**src/adc_ctrl_map.svh**
```systemverilog
// Purpose: offsets, field positions, reset values and timing codes of the converter control
// Assumes: byte-wide register port, source clock on i_ref_clk
// Notes: definitions only
`ifndef ADC_CTRL_MAP_SVH
`define ADC_CTRL_MAP_SVH

// ==========================================================
// register offsets
`define OFS_INPUT_SELECT 8'h03
`define OFS_RESULT_LOW 8'h04
`define OFS_RESULT_MID 8'h05
`define OFS_RESULT_HIGH 8'h06
`define OFS_POWER_MODE 8'h07
`define OFS_HOLD_CLOCK 8'h08
`define OFS_PRESCALE 8'h09
`define OFS_TRIM 8'h0a

// ==========================================================
// reset values
`define RST_INPUT_SELECT 8'h00
`define RST_POWER_MODE 8'h20
`define RST_HOLD_CLOCK 8'h00
`define RST_PRESCALE 8'h00
`define RST_TRIM 8'he4
`define TRIM_EXPECTED 8'he7

// ==========================================================
// power_mode_rate_control fields
`define BIT_FILTER_RESET 7
`define BIT_SLEEP 6
`define BIT_POWER_OFF 5
`define OSR_MSB 4
`define OSR_LSB 1
`define BIT_REF_SEL 0

// ==========================================================
// result_hold_clock_ratio_control fields
`define DIV_MSB 7
`define DIV_LSB 5
`define BIT_NEG_BUF 4
`define BIT_POS_BUF 3
`define BIT_HOLD 2
`define BIT_DONE 1

// ==========================================================
// prescale and input select fields
`define PRESCALE_MSB 4
`define POS_SEL_MSB 2
`define POS_SEL_LSB 0
`define NEG_SEL_MSB 5
`define NEG_SEL_LSB 3
`define TEMP_SENSOR_SEL 3'h7

// ==========================================================
// clock ratio and oversampling codes
`define PRESCALE_BYPASS 5'h1f
`define DIV_CODE_12 3'h2
`define DIV_LAST_30 5'h1d
`define DIV_LAST_12 5'h0b
`define OSR_CODE_MAX 4'h8
`define OSR_TOP 16'h8000
`define SHIFT_BASE 5'h08
`define FULL_POS 24'h7fffff
`define FULL_NEG 24'h800000

`endif

```
**src/adc_ctrl_pkg.sv**
```systemverilog
// Purpose: types shared by the converter control modules
// Assumes: nothing
// Notes: mode decode used by top and by nothing else yet, kept here for reuse
package adc_ctrl_pkg;

  typedef enum logic [1:0] {MODE_POWER_DOWN, MODE_SLEEP, MODE_NORMAL, MODE_RESET} mode_e;

  typedef logic [23:0] result_t;

  // ==========================================================
  // power bit dominates, then sleep, then filter reset
  function automatic mode_e decode_mode(input logic off, input logic sleep, input logic rst);
    mode_e m;
    if (off)
      m = MODE_POWER_DOWN;
    else if (sleep)
      m = MODE_SLEEP;
    else if (rst)
      m = MODE_RESET;
    else
      m = MODE_NORMAL;
    return m;
  endfunction : decode_mode

endpackage : adc_ctrl_pkg

```
**src/filter_link_if.sv**
```systemverilog
// Purpose: carrier between the control top, clock divider and decimation filter
// Assumes: all signals on i_ref_clk
// Notes: enables are one-cycle pulses, except mclk_en, held high while the divider runs with prescale bypassed
`timescale 1ns/1ps
interface filter_link_if;
  logic [4:0] prescale;
  logic [2:0] ratio_sel;
  logic div_run;
  logic mclk_en;
  logic adck_en;
  logic run;
  logic clear;
  logic [3:0] osr_code;
  logic mod_bit;
  adc_ctrl_pkg::result_t result;
  logic done;

  modport top_mp (output prescale, ratio_sel, div_run, run, clear, osr_code, mod_bit,
                  input mclk_en, adck_en, result, done);
  modport div_mp (input prescale, ratio_sel, div_run, output mclk_en, adck_en);
  modport flt_mp (input adck_en, run, clear, osr_code, mod_bit, output result, done);
endinterface : filter_link_if

```
**src/clk_ratio_divider.sv**
```systemverilog
// Purpose: prescaler and modulator clock divider, as enable pulses
// Assumes: i_ref_clk is the converter source clock
// Notes: counters restart whenever the divider is stopped
`timescale 1ns/1ps
`include "adc_ctrl_map.svh"
module clk_ratio_divider (
  input wire logic i_ref_clk,
  input wire logic i_arst_n,
  filter_link_if.div_mp link
);
  logic [5:0] presc_cnt;
  logic [5:0] next_presc_cnt;
  logic [4:0] n_cnt;
  logic [4:0] next_n_cnt;
  logic mclk_en;
  logic next_mclk_en;
  logic adck_en;
  logic next_adck_en;
  logic [5:0] presc_last;
  logic [4:0] n_last;

  // ==========================================================
  // divide by two then by code plus one: last count is 2*code+1
  always_comb
  begin
    presc_last = {1'b0, link.prescale} + {1'b0, link.prescale} + 6'h01;
    n_last = (link.ratio_sel == `DIV_CODE_12) ? `DIV_LAST_12 : `DIV_LAST_30; // [RL6]
    next_presc_cnt = presc_cnt;
    next_n_cnt = n_cnt;
    next_mclk_en = 1'b0;
    next_adck_en = 1'b0;
    if (!link.div_run)
    begin
      next_presc_cnt = 6'h00;
      next_n_cnt = 5'h00;
    end
    else
    begin
      if (link.prescale == `PRESCALE_BYPASS) // [RL12]
      begin
        next_mclk_en = 1'b1;
        next_presc_cnt = 6'h00;
      end
      else if (presc_cnt == presc_last) // [RL12]
      begin
        next_mclk_en = 1'b1;
        next_presc_cnt = 6'h00;
      end
      else
        next_presc_cnt = presc_cnt + 6'h01;
      if (mclk_en)
      begin
        if (n_cnt == n_last) // [RL6] [RL11]
        begin
          next_adck_en = 1'b1;
          next_n_cnt = 5'h00;
        end
        else
          next_n_cnt = n_cnt + 5'h01;
      end
    end
  end

  always_ff @(posedge i_ref_clk or negedge i_arst_n)
  begin
    if (!i_arst_n)
    begin
      presc_cnt <= 6'h00;
      n_cnt <= 5'h00;
      mclk_en <= 1'b0;
      adck_en <= 1'b0;
    end
    else
    begin
      presc_cnt <= next_presc_cnt;
      n_cnt <= next_n_cnt;
      mclk_en <= next_mclk_en;
      adck_en <= next_adck_en;
    end
  end

  assign link.mclk_en = mclk_en;
  assign link.adck_en = adck_en;

endmodule : clk_ratio_divider

```
**src/decimation_filter.sv**
```systemverilog
// Purpose: first-order decimation of the modulator bit stream into 24-bit results
// Assumes: one modulator bit per adck enable
// Notes: single integrator trades noise shaping for size; results are scaled to full range
`timescale 1ns/1ps
`include "adc_ctrl_map.svh"
module decimation_filter (
  input wire logic i_ref_clk,
  input wire logic i_arst_n,
  filter_link_if.flt_mp link
);
  logic signed [16:0] acc;
  logic signed [16:0] next_acc;
  logic [14:0] cnt;
  logic [14:0] next_cnt;
  adc_ctrl_pkg::result_t result;
  adc_ctrl_pkg::result_t next_result;
  logic done;
  logic next_done;
  logic [3:0] code;
  logic [14:0] cnt_last;
  logic [4:0] shift;
  logic signed [16:0] step;

  // ==========================================================
  // clamp to full scale
  function automatic adc_ctrl_pkg::result_t saturate(input logic signed [31:0] v);
    adc_ctrl_pkg::result_t r;
    if (v > $signed({8'h00, `FULL_POS}))
      r = `FULL_POS; // [RL21]
    else if (v < $signed({8'hff, `FULL_NEG}))
      r = `FULL_NEG; // [RL21]
    else
      r = v[23:0]; // [RL17]
    return r;
  endfunction : saturate

  always_comb
  begin
    // reserved ratio codes fall back to the smallest ratio
    code = (link.osr_code > `OSR_CODE_MAX) ? `OSR_CODE_MAX : link.osr_code;
    cnt_last = 15'((`OSR_TOP >> code) - 16'h0001); // [RL4]
    shift = `SHIFT_BASE + {1'b0, code};
    step = link.mod_bit ? (acc + 17'sd1) : (acc - 17'sd1);
    next_acc = acc;
    next_cnt = cnt;
    next_result = result;
    next_done = 1'b0;
    if (link.clear) // [RL19]
    begin
      next_acc = 17'sd0;
      next_cnt = 15'h0000;
    end
    else if (link.run && link.adck_en)
    begin
      if (cnt == cnt_last) // [RL11]
      begin
        next_result = saturate(32'(step) <<< shift);
        next_done = 1'b1;
        next_acc = 17'sd0;
        next_cnt = 15'h0000;
      end
      else
      begin
        next_acc = step;
        next_cnt = cnt + 15'h0001;
      end
    end
  end

  always_ff @(posedge i_ref_clk or negedge i_arst_n)
  begin
    if (!i_arst_n)
    begin
      acc <= 17'sd0;
      cnt <= 15'h0000;
      result <= 24'h000000;
      done <= 1'b0;
    end
    else
    begin
      acc <= next_acc;
      cnt <= next_cnt;
      result <= next_result;
      done <= next_done;
    end
  end

  assign link.result = result;
  assign link.done = done;

endmodule : decimation_filter

```
**src/adc_ctrl_top.sv**
```systemverilog
// Purpose: control logic of the 24-bit delta-sigma converter module
// Assumes: byte register port driven from logic on i_ref_clk; modulator bit arrives from
//          the analogue core and is synchronised here
// Notes: analogue enables decode straight from register contents
//
// Behaviour
// RL1: power bit 0 powers up, 1 off
// RL2: power bit 1 forces power-down mode
// RL3: software sets power bit before host sleep
// RL4: oversampling code 0..8 gives 32768 halving to 128
// RL5: reference select: 0 internal, 1 external pins
// RL6: clock divide code 000 by 30, 010 by 12
// RL7: buffer bit 0 bypasses, 1 enables buffer
// RL8: hold keeps result, conversions run, flag still
// RL9: done set by hardware, cleared by software
// RL10: without hold every result overwrites data
// RL11: data rate is clock over N times ratio
// RL12: prescale 11111 passes, else divide 2(code+1)
// RL13: software writes 1110_0111 to trim register
// RL14: mode decoded from power, sleep, reset bits
// RL15: reset pulse starts a fresh filter sequence
// RL16: software clears bits, pulses reset, polls done
// RL17: result is 24-bit two's complement
// RL18: temperature sensor on only when selected, awake
// RL19: reset bit clears filter, aborts, blocks conversion
// RL20: result bytes at 04H, 05H, 06H
// RL21: results saturate at positive and negative full scale
// RL22: simultaneous set and clear leaves flag set
`timescale 1ns/1ps
`include "adc_ctrl_map.svh"
module adc_ctrl_top (
  input wire logic i_ref_clk,
  input wire logic i_arst_n,
  input wire logic i_reg_wr,
  input wire logic i_reg_rd,
  input wire logic [7:0] i_reg_addr,
  input wire logic [7:0] i_reg_wdata,
  input wire logic i_mod_bit,
  output logic [7:0] o_reg_rdata,
  output logic o_reg_rvalid,
  output logic o_bandgap_on,
  output logic o_pga_on,
  output logic o_core_on,
  output logic o_filter_on,
  output logic o_temp_sensor_on,
  output logic o_ref_external,
  output logic o_neg_ref_buffer_on,
  output logic o_neg_ref_bypass_on,
  output logic o_pos_ref_buffer_on,
  output logic o_pos_ref_bypass_on,
  output logic o_mod_clk_en,
  output logic o_conversion_done,
  output logic o_trim_mismatch
);
  filter_link_if link ();

  logic [5:0] input_select;
  logic [5:0] next_input_select;
  logic [7:0] power_mode_rate_control;
  logic [7:0] next_power_mode_rate_control;
  logic [7:0] result_hold_clock_ratio_control;
  logic [7:0] next_result_hold_clock_ratio_control;
  logic [4:0] converter_clock_prescale;
  logic [4:0] next_converter_clock_prescale;
  logic [7:0] reserved_trim_setting;
  logic [7:0] next_reserved_trim_setting;
  adc_ctrl_pkg::result_t result_data;
  adc_ctrl_pkg::result_t next_result_data;
  logic [7:0] rdata;
  logic [7:0] next_rdata;
  logic rvalid;
  logic next_rvalid;
  logic mod_meta;
  logic mod_sync;
  logic wr_hold_clock;
  logic accept_result;
  logic done_flag;
  logic module_power_off;
  logic converter_sleep_select;
  logic filter_reset_control;
  logic result_hold_enable;
  adc_ctrl_pkg::mode_e mode;

  // ==========================================================
  // field views
  assign module_power_off = power_mode_rate_control[`BIT_POWER_OFF];
  assign converter_sleep_select = power_mode_rate_control[`BIT_SLEEP];
  assign filter_reset_control = power_mode_rate_control[`BIT_FILTER_RESET];
  assign result_hold_enable = result_hold_clock_ratio_control[`BIT_HOLD];
  assign done_flag = result_hold_clock_ratio_control[`BIT_DONE];

  // ==========================================================
  // operating mode
  always_comb
  begin
    mode = adc_ctrl_pkg::decode_mode(module_power_off, converter_sleep_select,
                                     filter_reset_control); // [RL2] [RL14]
  end

  // ==========================================================
  // modulator bit synchroniser: first stage feeds only the second
  always_ff @(posedge i_ref_clk or negedge i_arst_n)
  begin
    if (!i_arst_n)
    begin
      mod_meta <= 1'b0;
      mod_sync <= 1'b0;
    end
    else
    begin
      mod_meta <= i_mod_bit;
      mod_sync <= mod_meta;
    end
  end

  // ==========================================================
  // clock chain and filter
  always_comb
  begin
    link.prescale = converter_clock_prescale;
    link.ratio_sel = result_hold_clock_ratio_control[`DIV_MSB:`DIV_LSB];
    link.div_run = (mode != adc_ctrl_pkg::MODE_POWER_DOWN); // [RL1]
    // sleep: core off, filter frozen
    link.run = (mode == adc_ctrl_pkg::MODE_NORMAL); // [RL15]
    link.clear = (mode == adc_ctrl_pkg::MODE_RESET) ||
                 (mode == adc_ctrl_pkg::MODE_POWER_DOWN); // [RL19]
    link.osr_code = power_mode_rate_control[`OSR_MSB:`OSR_LSB];
    link.mod_bit = mod_sync;
  end

  clk_ratio_divider u_divider (
    .i_ref_clk (i_ref_clk),
    .i_arst_n (i_arst_n),
    .link (link.div_mp)
  );

  decimation_filter u_filter (
    .i_ref_clk (i_ref_clk),
    .i_arst_n (i_arst_n),
    .link (link.flt_mp)
  );

  // ==========================================================
  // register writes, done flag and data registers
  always_comb
  begin
    wr_hold_clock = i_reg_wr && (i_reg_addr == `OFS_HOLD_CLOCK);
    accept_result = link.done && !result_hold_enable; // [RL8]
    next_input_select = input_select;
    next_power_mode_rate_control = power_mode_rate_control;
    next_result_hold_clock_ratio_control = result_hold_clock_ratio_control;
    next_converter_clock_prescale = converter_clock_prescale;
    next_reserved_trim_setting = reserved_trim_setting;
    next_result_data = result_data;
    if (i_reg_wr)
    begin
      unique case (i_reg_addr)
        `OFS_INPUT_SELECT: next_input_select = i_reg_wdata[5:0];
        `OFS_POWER_MODE: next_power_mode_rate_control = i_reg_wdata;
        `OFS_PRESCALE: next_converter_clock_prescale = i_reg_wdata[`PRESCALE_MSB:0];
        `OFS_TRIM: next_reserved_trim_setting = i_reg_wdata;
        default:
        begin
        end
      endcase
    end
    if (wr_hold_clock)
    begin
      next_result_hold_clock_ratio_control[7:2] = i_reg_wdata[7:2];
      // only a 0 written clears the flag; a 1 is ignored
      if (!i_reg_wdata[`BIT_DONE])
        next_result_hold_clock_ratio_control[`BIT_DONE] = 1'b0; // [RL9]
    end
    // set after the clear so a finishing conversion wins
    if (accept_result)
    begin
      next_result_hold_clock_ratio_control[`BIT_DONE] = 1'b1; // [RL9] [RL22]
      next_result_data = link.result; // [RL10]
    end
    next_result_hold_clock_ratio_control[0] = 1'b0;
  end

  always_ff @(posedge i_ref_clk or negedge i_arst_n)
  begin
    if (!i_arst_n)
    begin
      input_select <= 6'(`RST_INPUT_SELECT);
      power_mode_rate_control <= `RST_POWER_MODE;
      result_hold_clock_ratio_control <= `RST_HOLD_CLOCK;
      converter_clock_prescale <= 5'(`RST_PRESCALE);
      reserved_trim_setting <= `RST_TRIM;
      result_data <= 24'h000000;
    end
    else
    begin
      input_select <= next_input_select;
      power_mode_rate_control <= next_power_mode_rate_control;
      result_hold_clock_ratio_control <= next_result_hold_clock_ratio_control;
      converter_clock_prescale <= next_converter_clock_prescale;
      reserved_trim_setting <= next_reserved_trim_setting;
      result_data <= next_result_data;
    end
  end

  // ==========================================================
  // register reads, one cycle after the strobe
  always_comb
  begin
    next_rvalid = i_reg_rd;
    next_rdata = rdata;
    if (i_reg_rd)
    begin
      unique case (i_reg_addr)
        `OFS_INPUT_SELECT: next_rdata = {2'b00, input_select};
        `OFS_RESULT_LOW: next_rdata = result_data[7:0]; // [RL20]
        `OFS_RESULT_MID: next_rdata = result_data[15:8]; // [RL20]
        `OFS_RESULT_HIGH: next_rdata = result_data[23:16]; // [RL20]
        `OFS_POWER_MODE: next_rdata = power_mode_rate_control;
        `OFS_HOLD_CLOCK: next_rdata = result_hold_clock_ratio_control;
        `OFS_PRESCALE: next_rdata = {3'b000, converter_clock_prescale};
        `OFS_TRIM: next_rdata = reserved_trim_setting;
        default: next_rdata = 8'h00;
      endcase
    end
  end

  always_ff @(posedge i_ref_clk or negedge i_arst_n)
  begin
    if (!i_arst_n)
    begin
      rdata <= 8'h00;
      rvalid <= 1'b0;
    end
    else
    begin
      rdata <= next_rdata;
      rvalid <= next_rvalid;
    end
  end

  assign o_reg_rdata = rdata;
  assign o_reg_rvalid = rvalid;

  // ==========================================================
  // analogue enables
  always_comb
  begin
    o_bandgap_on = (mode != adc_ctrl_pkg::MODE_POWER_DOWN); // [RL1] [RL14]
    o_pga_on = (mode != adc_ctrl_pkg::MODE_POWER_DOWN); // [RL14]
    o_filter_on = (mode != adc_ctrl_pkg::MODE_POWER_DOWN); // [RL14]
    o_core_on = (mode == adc_ctrl_pkg::MODE_NORMAL) ||
                (mode == adc_ctrl_pkg::MODE_RESET); // [RL14]
    o_temp_sensor_on = o_core_on &&
      ((input_select[`POS_SEL_MSB:`POS_SEL_LSB] == `TEMP_SENSOR_SEL) ||
       (input_select[`NEG_SEL_MSB:`NEG_SEL_LSB] == `TEMP_SENSOR_SEL)); // [RL18]
    o_ref_external = power_mode_rate_control[`BIT_REF_SEL]; // [RL5]
    // buffers and their bypasses both drop in power-down and sleep
    o_neg_ref_buffer_on = o_core_on && result_hold_clock_ratio_control[`BIT_NEG_BUF]; // [RL7]
    o_neg_ref_bypass_on = o_core_on && !result_hold_clock_ratio_control[`BIT_NEG_BUF]; // [RL7]
    o_pos_ref_buffer_on = o_core_on && result_hold_clock_ratio_control[`BIT_POS_BUF]; // [RL7]
    o_pos_ref_bypass_on = o_core_on && !result_hold_clock_ratio_control[`BIT_POS_BUF]; // [RL7]
  end

  assign o_mod_clk_en = link.adck_en;
  assign o_conversion_done = done_flag;
  // trim value is never checked by hardware, only flagged
  assign o_trim_mismatch = (reserved_trim_setting != `TRIM_EXPECTED);

endmodule : adc_ctrl_top

```
**config.mk**
```make
export PLATFORM = sky130hd
export DESIGN_NAME = adc_ctrl_top
export DESIGN_NICKNAME = d
export VERILOG_FILES = /design/src/adc_ctrl_pkg.sv /design/src/filter_link_if.sv /design/src/clk_ratio_divider.sv /design/src/decimation_filter.sv /design/src/adc_ctrl_top.sv
export VERILOG_INCLUDE_DIRS = /design/src
export SDC_FILE = /design/constraint.sdc
export NUM_CORES = 1
export LEC_CHECK = 0
export ABC_AREA = 0
export ABC_CLOCK_PERIOD_IN_PS = 5000
export BUFFER_PORTS_ARGS = -buffer_cell sky130_fd_sc_hd__buf_2
export CORE_MARGIN = 2
export CORE_UTILIZATION = 55
export DETAILED_ROUTE_END_ITERATION = 7
export GPL_TIMING_DRIVEN = 0
export HOLD_SLACK_MARGIN = 0.02
export MAX_ROUTING_LAYER = met4
export PLACE_DENSITY_LB_ADDON = 0.1
export SLEW_MARGIN = 20
export SYNTH_ARGS = -nofsm -noshare
export SYNTH_HDL_FRONTEND = slang
export SYNTH_SLANG_ARGS = --single-unit
```
**constraint.sdc**
```tcl
create_clock -name i_ref_clk -period 5 [get_ports i_ref_clk]
set_clock_uncertainty 0.05 [all_clocks]
set_input_delay 0.25 -clock i_ref_clk [delete_from_list [all_inputs] [get_ports i_ref_clk]]
set_output_delay 0.25 -clock i_ref_clk [all_outputs]
set_load 0.02 [all_outputs]
```
==> results of run 1 <==
==> stage by stage <==
| step | utilization, % | area, um2 | std cells |
|---|---|---|---|
| 6_report | 63.4 | 9610 | 1154 |
| 3_5_place_dp | 59.4 | 8990 | 1119 |
| 4_1_cts | 63.4 | 9610 | 1154 |
| 5_1_grt | 63.4 | 9610 | 1154 |
| 2_1_floorplan | - | 8510 | 888 |
| 3_3_place_gp | 59.1 | 8950 | 1118 |
==> Yosys cell counts (all sizes together) (19+ instances only) <==
cell,instances,area share (%)
o21ai,67,3.9
mux2,56,7.4
ha,21,3.1
buf,23,1.8
inv,22,0.97
dfrtp,134,39
xnor2,19,2.0
nand3,29,1.7
a21oi,41,2.5
and2,19,1.4
nor2,65,2.9
clkbuf,26,1.1
nand2,114,5.3
==> logic make-up after synthesis <==
group / Yosys count / share of synthesized area, %
xor+xnor: 34 / 3.50
flops: 139 / 41.0
fa+ha+maj: 22 / 3.33
buf+inv: 71 / 3.87
simple gates: 298 / 17.0
compound gates: 251 / 21.2
other cells: 1 / 0.0441
mux: 71 / 10.1
==> final timing paths <==
check / cells past startpoint / slack, ns / end / start
worst max-delay path: 12 / 0.27 / u_filter.link.result[8] / link.mod_bit
worst min-delay path: 2 / 0.06 / result_hold_clock_ratio_control[6] / i_reg_wdata[6]
worst max register to register: 12 / 0.27 / u_filter.link.result[8] / link.mod_bit
worst min register to register: 0 / 0.31 / link.mod_bit / mod_meta
max in group asynchronous: 3 / 3.85 / reserved_trim_setting[5] / i_arst_n
min in group asynchronous: 2 / 0.26 / u_divider.n_cnt[2] / i_arst_n
==> layout make-up <==
| class | count | area [um2] | area share, % |
|---|---|---|---|
| multi-input cells | 678 | 4690 | 48.9 |
| inverters | 22 | 82.6 | 0.860 |
| plain buffers | 49 | 246 | 2.57 |
| clock buffers | 19 | 443 | 4.61 |
| clock inverters | 13 | 144 | 1.50 |
| repair buffers | 46 | 278 | 2.89 |
| flip-flops and latches | 139 | 3480 | 36.3 |
| well taps | 188 | 235 | 2.45 |
==> routing by layer <==
layer,routed length [um],up-vias,global-route usage (%),part of all wire [%]
met5,0,-,-,0
met2,10700,258,45.6,47
met1,10500,3633,40.2,45
li1,-,3394,-,-
met4,463,0,9.11,2.0
met3,1370,45,5.86,5.9
==> flip-flops by register name, indices dropped and copies added (netlist names), 7 cells and up <==
register and count:
result_data 24, u_filter.link.result 24, u_filter.acc 17, u_filter.cnt 15
o_reg_rdata 8, power_mode_rate_control 8, reserved_trim_setting 8, result_hold_clock_ratio_control 7
==> where the power goes <==
group | total (mW) | switching [mW] | internal (mW) | leakage [nW]
registers | 1.24 | 0.0604 | 1.18 | 1.89
clock network | 1.26 | 0.506 | 0.750 | 0.276
logic | 0.533 | 0.335 | 0.198 | 2.26
total | 3.03 | 0.902 | 2.13 | 4.42
==> what timing repair did <==
item,CTS,global route
setup buffers,0,0
endpoints found under the hold margin,46,0
hold buffers,3,0
==> worst max-delay path, cell delays in order (launching register included) <==
cell,delay [ns]
dfrtp_1,0.41
inv_1,0.50
ha_1,0.40
a21oi_1,0.36
o211ai_2,0.25
a21oi_1,0.30
xor2_1,0.56
a22oi_1,0.22
and2_1,0.21
a41oi_1,0.47
nor2_1,0.11
a31oi_2,0.50
o211ai_1,0.21
==> flow_summary_export.csv, run 1 <==
group,metric,value,unit
cts,cts_buffers,17,
placement,port_buffers,42,
synthesis,syn-cell-area,8500,um2
die,ios,43,
cells_and_area,area_delta_synth_final,13.0,%
timing,rsz0062_at_grt,"no",
worst_setup_path,critPathCaptureType,"register",
timing,maxSlewViolCount,0,
timing,timing.hold.ws,0.0602,ns
cts,cts.sinks,139,
synthesis,ys_seq_area_share,41.0,%
die,core-area,15100,um2
power_and_ir_drop,power.leakage,4.42,nW
placement,place_ws,0.338,ns
cts,clock_latency,0.43,ns
run,maxCapViolCount,0,
cts,ctsResizeCount,0,
detailed_routing,vias_per_cell,6.35,
power_and_ir_drop,vdd_drop_max,0.000238,V
synthesis,syn_area_per_cell,9.59,um2
global_route,grt_usage,29.7,%
detailed_routing,detail_route.drc_violations,0,
worst_setup_path,worstPathMaxFanout,16,
cts,cts_root_buf,"clkbuf_16",
cells_and_area,final_common_cell,"dfrtp_1",
cts,clock_path_buffers,2,
detailed_routing,vias,7330,
power_and_ir_drop,power,3.03,mW
timing,layout_setup_ws,0.271,ns
worst_setup_path,cp.required,5.21,ns
cts,htreeDepth,4,
global_route,grt_pass1_wl,36800,um
synthesis,synth_edf_count,0,
global_route,grt_max_degree,96,
placement,place.gp.congestion,0.939,
worst_hold_path,min_path_type,"in2reg",
timing,setup-violations-final,0,
status,status,"completed",
cts,path_clk_slew,0.06,ns
cells_and_area,fin_nets,996,
worst_setup_path,cp.arrival,4.94,ns
timing,finalCriticalPeriod,4.73,ns
global_route,overflow,0,
detailed_routing,wl_per_cell,20.0,um
synthesis,ys_warn_count,0,
synthesis,netlist_instances,887,
worst_setup_path,worstSetupPathType,"reg2reg",
die,rows,45,
power_and_ir_drop,p_per_area,316,nW/um2
detailed_routing,totalWireLength,23100,um
die,design.die.area,16500,um2
cells_and_area,final_cell_mix,"134 x dfrtp_1, 108 x nand2_1, 65 x nor2_1",
timing,relSlewSlack,25.9,%
timing,worstMarginPinSlew,1.11,ns
timing,fin_crit_sh,94.6,%
die,die_h,128,um
detailed_routing,drt_pass1_iterations,5,
cts,tritoncts,"done",
timing,fmax,211,MHz
timing,tns,0,ns
die,die_x,128,um
cells_and_area,diodes,0,
global_route,antenna_found_initial,0,
synthesis,dominantRegCellSynth,"dfrtp_1",
detailed_routing,antenna_left,0,
synthesis,async_flop_share,100,%
die,initial_core_util,56.1,%
synthesis,ys_ff_latch,139,
cells_and_area,drive_above_1_share,19.3,%
detailed_routing,first_iter_violations,658,
worst_setup_path,critPathLaunchType,"register",
timing,hold_viol_final,0,
global_route,first_global_vias,6937,
synthesis,ys_types,86,
placement,dp.final_hpwl,17100,um
cells_and_area,nFillCells,1261,
(Power assumes the default switching activity.)
==> inputs of run 2 (changes only) <==
Settings changed: ABC_CLOCK_PERIOD_IN_PS 5000 to not set, SYNTH_HIERARCHICAL set to 1.
==> flow_summary_export.csv, run 2 <==
group,metric,value,unit
status,status,"completed",
die,core-area,15100,um2
placement,placed_cell_area,8940,um2
worst_hold_path,holdCritStartpoint,"i_reg_wdata[6]",
run,maxCapViolCount,0,
power_and_ir_drop,internal_power,2.10,mW
synthesis,syn_area_per_cell,9.77,um2
synthesis,synth.top_cell.area_share,39.6,%
worst_setup_path,cp.arrival,4.85,ns
worst_setup_path,cp_num_buf_inv,2,
worst_setup_path,worstSetupPathType,"reg2reg",
worst_hold_path,min_path_type,"in2reg",
detailed_routing,vias,7151,
cells_and_area,fin_nets,974,
worst_setup_path,worstPathMaxFanout,15,
global_route,antenna_found_initial,0,
cells_and_area,nFillCells,1263,
placement,place.gp.congestion,0.952,
global_route,grt_max_degree,80,
synthesis,synth_largest_area_cell,"dfrtp_1",
die,ios,43,
cts,clock_latency,0.43,ns
cts,tritoncts,"done",
timing,hold_viol_final,0,
timing,setup-violations-final,0,
synthesis,syn-cell-area,8470,um2
detailed_routing,wl_per_cell,20.2,um
power_and_ir_drop,pwr-share-clk,41.6,%
synthesis,async_flop_share,100,%
cells_and_area,final_common_cell,"dfrtp_1",
synthesis,ys_ff_latch,139,
cts,cts_buffers,17,
detailed_routing,drt_pass1_iterations,8,
cts,ctsResizeCount,0,
cells_and_area,diodes,0,
synthesis,synthTopCellsByCount,"134 x dfrtp_1, 113 x nand2_1, 65 x mux2_2",
cts,clock_path_buffers,2,
worst_setup_path,critPathCaptureType,"register",
timing,rsz0062_at_grt,"no",
power_and_ir_drop,p_per_area,321,nW/um2
global_route,grt_pass1_wl,36500,um
cells_and_area,finalInstanceArea,9570,um2
timing,maxSlewViolCount,0,
detailed_routing,first_iter_violations,687,
cts,hold_buffers,3,
power_and_ir_drop,p_comb_share,17.5,%
detailed_routing,totalWireLength,22900,um
cts,cts.sinks,139,
die,design.die.area,16400,um2
synthesis,dominantRegCellSynth,"dfrtp_1",
timing,tns,0,ns
timing,finalCriticalPeriod,4.56,ns
die,die_x,128,um
cts,htreeDepth,4,
worst_setup_path,r2r_start,"link.mod_bit",
power_and_ir_drop,seqPwrFrac,40.9,%
cts,cts_root_buf,"clkbuf_16",
global_route,grt_usage,29.4,%
detailed_routing,antenna_left,0,
placement,port_buffers,40,
detailed_routing,vias_per_cell,6.32,
worst_setup_path,critPathMaxStageDelay,0.81,ns
synthesis,netlist_instances,867,
die,die_h,128,um
synthesis,synth_area_leaders,"dfrtp_1 40%, mux2_2 8.6%, nand2_1 5.0%, o21ai_0 3.3%, ha_1 3.1%",
power_and_ir_drop,switching_power,0.968,mW
die,rows,45,
cells_and_area,reg_top3,"result_data: 24 flops, u_filter/link.result: 24 flops, u_filter/acc: 17 flops",
timing,fmax,219,MHz
timing,worstMarginPinSlew,1.05,ns
worst_setup_path,cp.required,5.29,ns
synthesis,ys_seq_area_share,41.2,%
cells_and_area,final_cell_mix,"134 x dfrtp_1, 113 x nand2_1, 65 x mux2_2",
cells_and_area,area_delta_synth_final,13.1,%
synthesis,synth_edf_count,0,
worst_setup_path,critPathSlowestCell,"a311oi_1",
synthesis,ys_warn_count,6,
synthesis,yosysMostFrequentCell,"dfrtp_1",
detailed_routing,detail_route.drc_violations,0,
worst_setup_path,cpLargestDelayFamily,"compound AO/OA/AOI/OAI gates",
power_and_ir_drop,power.leakage,4.39,nW
cts,path_clk_slew,0.07,ns
placement,dp.final_hpwl,16800,um
synthesis,ys_types,90,
power_and_ir_drop,sw_frac_of_total,31.5,%
worst_setup_path,crit_chain,"inv_1 -> ha_1 -> a21oi_1 -> a2bb2oi_1 -> o31ai_1 -> a311oi_1 -> o22ai_1 -> a211oi_2 -> a221oi_2 -> nor4_2 -> a31oi_2 -> buf_6 -> o211ai_1",
worst_setup_path,critPathLaunchType,"register",
timing,fin_crit_sh,91.2,%
cells_and_area,drive_above_1_share,21.6,%
global_route,first_global_vias,6928,
timing,relSlewSlack,29.6,%
worst_setup_path,startpoint,"link.mod_bit",
cts,cts_setup_buffers,0,
die,initial_core_util,55.9,%
power_and_ir_drop,vdd_drop_max,0.000226,V
global_route,overflow,0,
-- run 2: changes by cell type after synthesis, sizes merged, moves of 9 or more --
cell,delta
and2,-10
a22o,+10
o211ai,+9
mux2,+9
nor2,-15
nand4,+9
-- run 2: cell families after synthesis --
group / share of synthesized area (%)
adder cells (fa/ha/maj): 3.34
flip-flops: 41.2
multiplexers: 10.2
AND/OR/NAND/NOR: 17.6
other: 0.0443
XOR/XNOR: 3.92
buffers and inverters: 3.87
AO/OA/AOI/OAI: 19.9
-- run 2: through the flow --
step | std cells | setup WS [ns] | util [%] | power (mW) | hold WS, ns
finish | 1132 | 0.439 | 63.2 | 3.07 | 0.0427
global route | 1132 | 0.155 | 63.2 | 3.20 | 0.0447
CTS | 1132 | 0.489 | 63.2 | 3.08 | 0.0262
detailed placement | 1097 | 0.522 | 59.1 | 1.80 | 0.173
global placement | 1096 | 0.564 | 58.8 | 1.77 | 0.284
floorplan | 868 | 1.45 | - | 1.63 | -0.0956
-- run 2: path summary, 6_finish.rpt --
kind | to | slack (ns) | cells past startpoint
min in group asynchronous | u_filter/link.result[4] | 0.30 | 2
hold / removal | power_mode_rate_control[6] | 0.04 | 2
max in group asynchronous | power_mode_rate_control[5] | 3.81 | 3
setup reg to reg | u_filter/link.result[17] | 0.44 | 13
setup / recovery | u_filter/link.result[17] | 0.44 | 13
hold reg to reg | link.mod_bit | 0.30 | 0
-- run 2: layer usage --
metal / routed length, um / part of all wire, % / global-route usage (%) / vias to the layer above
li1: - / - / - / 3325
met1: 10100 / 44 / 36.4 / 3555
met2: 11400 / 50 / 49.9 / 224
met3: 826 / 3.6 / 4.72 / 47
met4: 505 / 2.2 / 9.05 / 0
met5: 0 / 0 / - / -
-- run 2: layout make-up --
type                       count  area [um2]  share of cell area, %
sequential                   139        3480                   36.4
clock inverter                15         174                   1.82
timing repair buffer          44         268                   2.80
inverter                      20        75.1                  0.784
tap                          188         235                   2.46
clock buffer                  17         425                   4.44
buffer                        49         253                   2.64
multi-input combinational    660        4660                   48.7
-- run 2: power groups by stage --
| stage | logic, mW | clock network, mW | registers, mW |
|---|---|---|---|
| final | 0.538 | 1.28 | 1.26 |
| after global routing | 0.590 | 1.35 | 1.26 |
| after CTS | 0.531 | 1.30 | 1.25 |
| after detailed placement | 0.525 | 0 | 1.27 |
| after global placement | 0.502 | 0 | 1.27 |
| after floorplan | 0.374 | 0 | 1.25 |
==> inputs of run 3 (changes only) <==
Settings changed: PLACE_DENSITY set to 0.72, PLACE_DENSITY_LB_ADDON 0.1 to not set.
==> flow_summary_export.csv, run 3 (same netlist as run 2, synthesis figures left out) <==
group,metric,value,unit
detailed_routing,vias_per_cell,6.19,
cts,cts_buffers,17,
power_and_ir_drop,power.leakage,4.38,nW
worst_setup_path,worstPathMaxFanout,15,
timing,maxSlewViolCount,0,
detailed_routing,wl_per_cell,18.9,um
global_route,grt_max_degree,81,
timing,finalCriticalPeriod,4.46,ns
die,die_x,128,um
timing,setup-violations-final,0,
cts,ctsResizeCount,0,
power_and_ir_drop,p_per_area,317,nW/um2
power_and_ir_drop,p_comb_share,17.4,%
detailed_routing,totalWireLength,21400,um
cts,htreeDepth,4,
placement,dp_cells,1097,
power_and_ir_drop,switching_power,0.905,mW
worst_setup_path,critPathCaptureType,"register",
timing,tns,0,ns
cells_and_area,final_common_cell,"dfrtp_1",
detailed_routing,drt_pass1_iterations,6,
cts,cts_root_buf,"clkbuf_16",
worst_setup_path,critPathLaunchType,"register",
detailed_routing,detail_route.drc_violations,0,
die,ios,43,
placement,port_buffers,40,
global_route,overflow,0,
die,rows,45,
power_and_ir_drop,power,3.03,mW
timing,fin_crit_sh,89.1,%
cts,path_clk_slew,0.06,ns
cells_and_area,drive_above_1_share,21.4,%
timing,relSlewSlack,40.8,%
cts,clock_path_buffers,2,
cells_and_area,final_cell_mix,"134 x dfrtp_1, 113 x nand2_1, 65 x mux2_2",
timing,worstMarginPinSlew,0.882,ns
placement,place.gp.congestion,0.905,
timing,fmax,224,MHz
worst_setup_path,cp.required,5.29,ns
global_route,grt_pass1_wl,35300,um
die,core-area,15100,um2
cells_and_area,diodes,0,
die,initial_core_util,55.9,%
detailed_routing,first_iter_violations,658,
power_and_ir_drop,seqPwrFrac,41.4,%
global_route,grt_usage,28.3,%
detailed_routing,vias,7006,
worst_setup_path,worstSetupPathType,"reg2reg",
power_and_ir_drop,internal_power,2.13,mW
worst_setup_path,cp.arrival,4.74,ns
cells_and_area,fin_nets,974,
power_and_ir_drop,sw_frac_of_total,29.8,%
die,design.die.area,16400,um2
timing,hold_viol_final,0,
run,maxCapViolCount,0,
cells_and_area,reg_top3,"result_data: 24 flops, u_filter/link.result: 24 flops, u_filter/acc: 17 flops",
timing,rsz0062_at_grt,"no",
cts,clock_latency,0.43,ns
cells_and_area,layout.cells.non_filler,1131,
cts,tritoncts,"done",
timing,layout_setup_ws,0.543,ns
power_and_ir_drop,vdd_drop_max,0.000250,V
detailed_routing,antenna_left,0,
worst_hold_path,min_path_type,"in2reg",
die,die_h,128,um
cells_and_area,area_delta_synth_final,12.8,%
global_route,antenna_found_initial,0,
placement,dp.final_hpwl,15300,um
cts,cts.sinks,139,
placement,place_ws,0.639,ns
global_route,first_global_vias,6738,
status,status,"completed",
power_and_ir_drop,pwr-share-clk,41.2,%
-- run 3: cell count changes in the layout (fill, tap and decap cells not counted), sizes merged --
cell,delta
clkinvlp,+1
clkbuf,+1
bufinv,+1
clkinv,+3
inv,-7
-- run 3: worst paths after layout --
path,startpoint,endpoint,slack (ns),depth (start not counted)
worst max register to register,link.mod_bit,u_filter/link.result[19],0.54,13
min in group asynchronous,i_arst_n,u_filter/link.result[3],0.31,2
worst min-delay path,i_reg_wdata[0],converter_clock_prescale[0],0.07,2
worst max-delay path,link.mod_bit,u_filter/link.result[19],0.54,13
max in group asynchronous,i_arst_n,reserved_trim_setting[7],3.81,3
worst min register to register,mod_meta,link.mod_bit,0.30,0
-- run 3: metrics by stage --
stage / hold slack (ns) / instance area, um2 / utilization (%)
after global placement: 0.284 / 8910 / 58.8
after CTS: 0.0521 / 9550 / 63.0
after floorplan: -0.0956 / 8470 / -
final: 0.0656 / 9550 / 63.0
after global routing: 0.0599 / 9550 / 63.0
after detailed placement: 0.168 / 8940 / 59.1
-- run 3: critical path: stages, from the launching register on --
cell	delay (ns)
dfrtp_1	0.46
inv_1	0.46
ha_1	0.42
a21oi_1	0.49
a2bb2oi_1	0.23
o31ai_1	0.09
a311oi_1	0.69
mux2i_1	0.28
a21oi_1	0.36
o221ai_1	0.21
inv_1	0.10
a31oi_2	0.16
buf_6	0.20
o211ai_1	0.17
-- run 3: layer usage --
layer,GRT usage [%],wire (um),up-vias
li1,-,-,3327
met1,37.2,9660,3401
met2,44.4,10100,238
met3,5.43,1120,40
met4,9.63,547,0
met5,-,0,-
-- run 3: area by class of cell --
cell class / count / area [um2]
plain buffers: 49 / 253
inverters: 20 / 75.1
well taps: 188 / 235
clock inverters: 13 / 146
fillers: 1242 / 5600
multi-input cells: 660 / 4660
clock buffers: 18 / 429
repair buffers: 44 / 268
flip-flops and latches: 139 / 3480
-- run 3: timing repair --
| action | 4_1_cts | 5_1_grt |
|---|---|---|
| buffers inserted | 0 | 0 |
| hold endpoints to repair | 61 | 0 |
| setup endpoints to repair | 0 | 0 |
| hold buffers | 3 | 0 |
-- run 3: power groups by stage --
stage / Sequential (mW) / Clock [mW] / Combinational (mW)
after floorplan: 1.25 / 0 / 0.374
final: 1.25 / 1.25 / 0.527
after global routing: 1.26 / 1.31 / 0.586
after global placement: 1.27 / 0 / 0.507
after CTS: 1.25 / 1.26 / 0.522
after detailed placement: 1.27 / 0 / 0.517
